$ cat config.mk
export PLATFORM = sky130hd
export DESIGN_NAME = indirect_ext_reg_access
export DESIGN_NICKNAME = d
export VERILOG_FILES = /design/src/hdl/ext_reg_pkg.sv /design/src/hdl/indirect_ext_reg_access.sv
export VERILOG_INCLUDE_DIRS = /design/src /design/src/hdl
export SDC_FILE = /design/constraint.sdc
export NUM_CORES = 1
export LEC_CHECK = 0
export BUFFER_PORTS_ARGS = -buffer_cell sky130_fd_sc_hd__buf_2
export CAP_MARGIN = 5
export CELL_PAD_IN_SITES_DETAIL_PLACEMENT = 1
export CELL_PAD_IN_SITES_GLOBAL_PLACEMENT = 1
export CORE_MARGIN = 2
export CORE_UTILIZATION = 43
export CTS_BUF_LIST = sky130_fd_sc_hd__clkbuf_4
export DETAILED_ROUTE_END_ITERATION = 12
export GPL_TIMING_DRIVEN = 0
export MAX_ROUTING_LAYER = met4
export PLACE_DENSITY = 0.81
export SYNTH_ARGS = -nofsm -noshare
export SYNTH_HDL_FRONTEND = slang
export SYNTH_SLANG_ARGS = --single-unit
export TNS_END_PERCENT = 30
$ cat constraint.sdc
create_clock -name sys_clk -period 1.9 [get_ports sys_clk]
set_clock_uncertainty 0.1 [all_clocks]
set_input_delay 0.19 -clock sys_clk [delete_from_list [all_inputs] [get_ports sys_clk]]
set_output_delay 0.19 -clock sys_clk [all_outputs]
set_load 0.005 [all_outputs]
$ cat src/hdl/ext_reg_defs.svh
`ifndef EXT_REG_DEFS_SVH
`define EXT_REG_DEFS_SVH
`define EXT_CTRL_ADDR 5'h0D
`define EXT_DATA_ADDR 5'h0E
`define LDROP_STATUS_ADDR 5'h0F
`define DIRECT_TOP 5'h1F
`define FUNC_MSB 15
`define FUNC_LSB 14
`define TARGET_DEVICE_ADDRESS_MSB 4
`define TARGET_DEVICE_ADDRESS_LSB 0
`define OWN_TARGET_DEVICE_ADDRESS 5'h1F
`define STATUS_LSB 4
`define STATUS_MSB 8
`define CTRL_RESET 16'h0000
`define DATA_RESET 16'h0000
`define STATUS_RESET 5'h00
`define RXERR_LIMIT 32
`define MLT3_LIMIT 20
`define SNR_LIMIT 20
`define WINDOW_NS 10000
`define CLK_PERIOD_NS 100
`define WINDOW_CYCLES (`WINDOW_NS / `CLK_PERIOD_NS)
`endif

$ cat src/hdl/ext_reg_pkg.sv
package ext_reg_pkg;
    typedef enum logic [1:0] {
        FUNC_ADDRESS,
        FUNC_DATA_HOLD,
        FUNC_DATA_INC_RW,
        FUNC_DATA_INC_WR
    } func_e;
    typedef struct packed {
        logic descrambler_loss;
        logic rx_errors;
        logic line_code_errors;
        logic low_snr;
        logic energy_loss;
    } drop_cause_s;
endpackage

$ cat src/hdl/indirect_ext_reg_access.sv
`timescale 1ns/1ps
`include "ext_reg_defs.svh"
module indirect_ext_reg_access #(
    parameter int EXT_ADDR_W = 8,
    parameter int WINDOW_CYCLES = `WINDOW_CYCLES,
    parameter int RXERR_LIMIT = `RXERR_LIMIT,
    parameter int MLT3_LIMIT = `MLT3_LIMIT,
    parameter int SNR_LIMIT = `SNR_LIMIT
) (
    // Clock and reset
    input wire logic sys_clk,
    input wire logic resetn,
    // Management register port, one-cycle strobes
    input wire logic [4:0] mgmt_addr,
    input wire logic mgmt_wr,
    input wire logic mgmt_rd,
    input wire logic [15:0] mgmt_wdata,
    output logic [15:0] mgmt_rdata,
    output logic mgmt_rvalid,
    // Extended register space port
    output logic [15:0] ext_addr,
    output logic ext_wr,
    output logic ext_rd,
    output logic [15:0] ext_wdata,
    input wire logic [15:0] ext_rdata,
    // Fast link drop enables and events
    input wire logic [4:0] drop_enable,
    input wire logic descrambler_loss,
    input wire logic rx_error_event,
    input wire logic line_code_event,
    input wire logic snr_event,
    input wire logic energy_loss,
    output logic link_drop
);
    logic [1:0] func;
    logic [4:0] target_device_address;
    logic [15:0] pointer;
    ext_reg_pkg::drop_cause_s drop_cause;
    logic [$clog2(WINDOW_CYCLES+1)-1:0] win_cnt;
    logic [5:0] rx_cnt;
    logic [5:0] mlt3_cnt;
    logic [5:0] snr_cnt;

    wire sel_ctrl = mgmt_addr == `EXT_CTRL_ADDR;
    wire sel_data = mgmt_addr == `EXT_DATA_ADDR;
    wire sel_stat = mgmt_addr == `LDROP_STATUS_ADDR;
    wire dev_ok = target_device_address == `OWN_TARGET_DEVICE_ADDRESS;
    wire func_addr = func == 2'(ext_reg_pkg::FUNC_ADDRESS);
    wire data_wr = mgmt_wr && sel_data && dev_ok;
    wire data_rd = mgmt_rd && sel_data && dev_ok;
    wire inc_rw = func == 2'(ext_reg_pkg::FUNC_DATA_INC_RW);
    wire inc_wr = func == 2'(ext_reg_pkg::FUNC_DATA_INC_WR);
    // Post-increment policy per function code
    wire bump = !func_addr && ((inc_rw && (data_wr || data_rd)) || (inc_wr && data_wr));
    wire win_end = win_cnt == ($clog2(WINDOW_CYCLES+1))'(WINDOW_CYCLES - 1);

    // Rx error, line code and SNR criteria fire on count thresholds within each window
    wire rx_fire = rx_error_event && rx_cnt == 6'(RXERR_LIMIT - 1);
    wire mlt3_fire = line_code_event && mlt3_cnt == 6'(MLT3_LIMIT - 1);
    wire snr_fire = snr_event && snr_cnt == 6'(SNR_LIMIT - 1);
    ext_reg_pkg::drop_cause_s fired;
    assign fired = '{descrambler_loss, rx_fire, mlt3_fire, snr_fire, energy_loss};
    wire [4:0] drops = fired & drop_enable;
    wire stat_rd = mgmt_rd && sel_stat;

    wire [15:0] ctrl_view = {func, 9'h000, target_device_address};
    wire [15:0] data_view = func_addr ? pointer : ext_rdata;
    wire [15:0] stat_view = {7'h00, drop_cause, 4'h0};
    wire [15:0] next_rdata = sel_ctrl ? ctrl_view : (sel_data && dev_ok) ? data_view :
        sel_stat ? stat_view : 16'h0000;

    always_ff @(posedge sys_clk or negedge resetn) begin
        if (!resetn) begin
            func <= 2'h0;
            target_device_address <= 5'h00;
        end else if (mgmt_wr && sel_ctrl) begin
            func <= mgmt_wdata[`FUNC_MSB:`FUNC_LSB];
            target_device_address <= mgmt_wdata[`TARGET_DEVICE_ADDRESS_MSB:`TARGET_DEVICE_ADDRESS_LSB];
        end
    end

    always_ff @(posedge sys_clk or negedge resetn) begin
        if (!resetn) begin
            pointer <= `DATA_RESET;
        end else if (data_wr && func_addr) begin
            pointer <= mgmt_wdata;
        end else if (bump) begin
            pointer <= pointer + 16'h0001;
        end
    end

    // Pointed access strobes; pointer unchanged in hold mode
    always_ff @(posedge sys_clk or negedge resetn) begin
        if (!resetn) begin
            ext_addr <= 16'h0000;
            ext_wr <= 1'b0;
            ext_rd <= 1'b0;
            ext_wdata <= 16'h0000;
        end else begin
            ext_addr <= pointer;
            ext_wr <= data_wr && !func_addr;
            ext_rd <= data_rd && !func_addr;
            ext_wdata <= mgmt_wdata;
        end
    end

    always_ff @(posedge sys_clk or negedge resetn) begin
        if (!resetn) begin
            mgmt_rdata <= 16'h0000;
            mgmt_rvalid <= 1'b0;
        end else begin
            mgmt_rdata <= next_rdata;
            mgmt_rvalid <= mgmt_rd;
        end
    end

    always_ff @(posedge sys_clk or negedge resetn) begin
        if (!resetn) begin
            win_cnt <= '0;
            rx_cnt <= 6'h00;
            mlt3_cnt <= 6'h00;
            snr_cnt <= 6'h00;
        end else if (win_end) begin
            win_cnt <= '0;
            rx_cnt <= 6'h00;
            mlt3_cnt <= 6'h00;
            snr_cnt <= 6'h00;
        end else begin
            win_cnt <= win_cnt + 1'b1;
            rx_cnt <= rx_fire ? 6'h00 : rx_cnt + 6'(rx_error_event);
            mlt3_cnt <= mlt3_fire ? 6'h00 : mlt3_cnt + 6'(line_code_event);
            snr_cnt <= snr_fire ? 6'h00 : snr_cnt + 6'(snr_event);
        end
    end

    always_ff @(posedge sys_clk or negedge resetn) begin
        if (!resetn) begin
            drop_cause <= `STATUS_RESET;
            link_drop <= 1'b0;
        end else begin
            drop_cause <= (stat_rd ? 5'h00 : drop_cause) | drops;
            link_drop <= |drops;
        end
    end
endmodule

==> impl_metrics.env <==
export IMPL_portBuffers=102
export IMPL_cts_tree="done"
export IMPL_placement_rows=36
export IMPL_worst_path_buf_inv=2
export IMPL_core_region_area_um2=9770
export IMPL_grt_antenna_before_repair=0
export IMPL_maxCapViolCount=0
export IMPL_ctsRootBufferMaster="clkbuf_4"
export IMPL_numCtsBuffers=9
export IMPL_cts_max_level=3
export IMPL_f_max_mhz=544
export IMPL_grt_pass1_vias=3832
export IMPL_final_antenna_net_count=0
export IMPL_status="completed"
export IMPL_cts_clk_slew_worst_paths_ps=170
export IMPL_worst_path_dominant_cell_family="simple AND/OR/NAND/NOR gates"
export IMPL_post_route_cells_drive_above_1_share_pct=30.7
export IMPL_synth_ff_type="dfrtp_1"
export IMPL_critical_path_data_required_time_ps=2180
export IMPL_wire_per_inst_um=17.5
export IMPL_final_tns_setup_ps=0
export IMPL_grt_util_all_layers_pct=23.5
export IMPL_leakage_nw=2.80
export IMPL_timing_final_crit_period_ps=1840
export IMPL_design_power_total_mw=4.96
export IMPL_start_util_pct=44.3
export IMPL_final_cells=680
export IMPL_first_iter_violations=98
export IMPL_max_slew_margin_rel_pct=51.2
export IMPL_cts_path_max_buffers=2
export IMPL_timing_final_max_slew_violations=0
export IMPL_synth_edff_count=0
export IMPL_power_per_cell_area_nw_per_um2=864
export IMPL_cts_sinks=105
export IMPL_grt_max_degree=58
export IMPL_via_count=3434
export IMPL_wirelength_mm=11.9
export IMPL_cp_data_arrival_time_ps=2120
export IMPL_die_h_um=104
export IMPL_grt_first_pass_wirelength_mm=19.3
export IMPL_clk_insertion_delay_late_ps=480
export IMPL_met1_length_mm=4.75
export IMPL_rsz0062_at_grt="true"
export IMPL_post_route_period_util_pct=96.7
export IMPL_post_drt_via_cell_ratio=5.05
export IMPL_ys_types=44
export IMPL_critical_setup_path_kind="flop to flop"
export IMPL_crit_path_launch_type="flop"
export IMPL_synth_avg_cell_area_um2=11.4
export IMPL_detailed_place_hpwl_mm=7.90
export IMPL_ios=103
export IMPL_max_vdd_ir_drop_mv=0.589
export IMPL_die_area_um2=10900
export IMPL_dieWidth_um=104
export IMPL_timing_critical_path_cells="ha_1, nand2b_1, nor4_4, buf_4, or2_2, clkbuf_1, nor2_1"
export IMPL_final_util_pct=58.7
export IMPL_syn_area_um2=4330
export IMPL_met2_wirelength_mm=6.40
export IMPL_final_setup_viol_count=0
export IMPL_max_slew_worst_pin_slew_ps=731
export IMPL_ys_seq_area_share_pct=60.7
export IMPL_dr_pass1_iters=4
export IMPL_timing_critical_path_slowest_stage_cell="dfrtp_1"
export IMPL_syn2layout_area_growth_pct=32.7
export IMPL_synth_async_reset_ratio_pct=100
export IMPL_synth_yosys_warnings=0
export IMPL_timing_hold_worst_class="input pin to flop"
export IMPL_netlist_instances=379
export IMPL_synth_net_count=438
export IMPL_worstSetupEndpointType="flop"
export IMPL_worstPathMaxFanout=6
export IMPL_timing_final_hold_violations=0
export IMPL_top_layer_used="met4"
export IMPL_number_of_synthesized_register_bits=105
export IMPL_num_nets_final=601
export IMPL_critical_path_max_stage_delay_ps=420
export IMPL_drc_errors=0
export IMPL_antenna_cells=0
export IMPL_dp_cells=615
export IMPL_met3_wirelength_um=419
export IMPL_global_route_overflow_total=0
export IMPL_place_congestion=0.822
layout make-up:
class | count | area [um2]
Fill cell | 1075 | 4030
Clock inverter | 7 | 93.8
Inverter | 12 | 45.0
Buffer | 11 | 61.3
Multi-Input combinational cell | 250 | 1640
Sequential cell | 105 | 2630
Clock buffer | 9 | 67.6
Timing Repair Buffer | 153 | 1030
Tap cell | 133 | 166
worst reg2reg max path: stages (launching register included):
cell,delay (ps)
dfrtp_1,420
ha_1,260
nand2b_1,140
nor4_4,210
buf_4,180
or2_2,110
clkbuf_1,230
nor2_1,90
final timing paths:
path	slack, ps	startpoint	depth (start not counted)	endpoint
worst max-delay path	60	win_cnt[0]	7	snr_cnt[2]
min in group asynchronous	220	resetn	2	mgmt_rdata[10]
worst min-delay path	4	ext_rdata[6]	3	mgmt_rdata[6]
worst min register to register	370	pointer[15]	0	ext_addr[15]
max in group asynchronous	790	resetn	3	rx_cnt[5]
worst max register to register	60	win_cnt[0]	7	snr_cnt[2]
Yosys cell counts, drive strengths merged, types with 3 or more instances:
cell	number	area (um2)
dfrtp	105	2630
nor2	49	191
nand2	39	146
a21oi	22	110
xnor2	21	184
nand3	18	95.1
inv	12	45.0
nor3	12	65.1
o21ai	12	60.1
mux2i	10	100
and3	9	61.3
ha	8	100
mux2	8	90.1
xor2	7	61.3
buf	6	32.5
clkbuf	6	23.8
nor4	5	71.3
a22o	3	26.3
and2	3	18.8
nand4	3	40.0
or2	3	18.8
cell usage in the layout, fill, tap and decap left out, types with 4 or more instances in the layout:
cell type        n
a21oi_1         22
and3_1           5
and3_2           4
buf_2          104
buf_4            6
clkbuf_2         4
clkbuf_4        10
dfrtp_1        102
dlygate4sd3_1   47
ha_1             8
inv_1           12
mux2_2           8
mux2i_1         10
nand2_1         38
nand3_1         17
nor2_1          46
nor3_1          10
o21ai_0         10
xnor2_1         21
xor2_1           7
power by group:
part	switching (mW)	internal, mW
logic	0.488	0.467
clock network	0.759	0.534
registers	0.216	2.49
cells by family (layout without fill, tap and decap cells):
kind of cell | Yosys count | count (layout) | synth area share, %
simple gates | 150 | 150 | 18.0
compound gates | 46 | 46 | 6.56
xor+xnor | 28 | 28 | 5.67
flops | 105 | 105 | 60.7
fa+ha+maj | 8 | 8 | 2.31
buf+inv | 24 | 192 | 2.34
mux | 18 | 18 | 4.40
layer usage:
layer / up-vias / track usage, %
li1: 1603 / -
met1: 1716 / 26.7
met2: 87 / 41.4
met3: 28 / 3.82
met4: 0 / 9.36
met5: - / -
per-stage QoR:
| step | instance area, um2 | hold slack (ps) | setup slack, ps |
|---|---|---|---|
| floorplan | 4330 | -206 | 274 |
| global placement | 5000 | 214 | -584 |
| detailed placement | 5030 | 193 | -133 |
| CTS | 5680 | 32.4 | 24.3 |
| global route | 5740 | 50.8 | -44.6 |
| finish | 5740 | 4.47 | 62.5 |
sequential cells by signal (all words and copies together), names as in the netlist:
name / count
drop_cause: 5
ext_wr: 1
snr_cnt: 6
pointer: 16
mlt3_cnt: 6
ext_addr: 16
ext_rd: 1
win_cnt: 7
target_device_address: 5
rx_cnt: 6
func: 2
mgmt_rdata: 16
ext_wdata: 16
link_drop: 1
mgmt_rvalid: 1
what timing repair did:
action / CTS / global route
resized for setup: 5 / 14
hold buffers: 47 / 0
endpoints found under the hold margin: 121 / 0
buffers inserted: 0 / 3
endpoints found under the setup margin: 31 / 26
pin swaps: 1 / 3
Power figures use the tool's default switching activity.
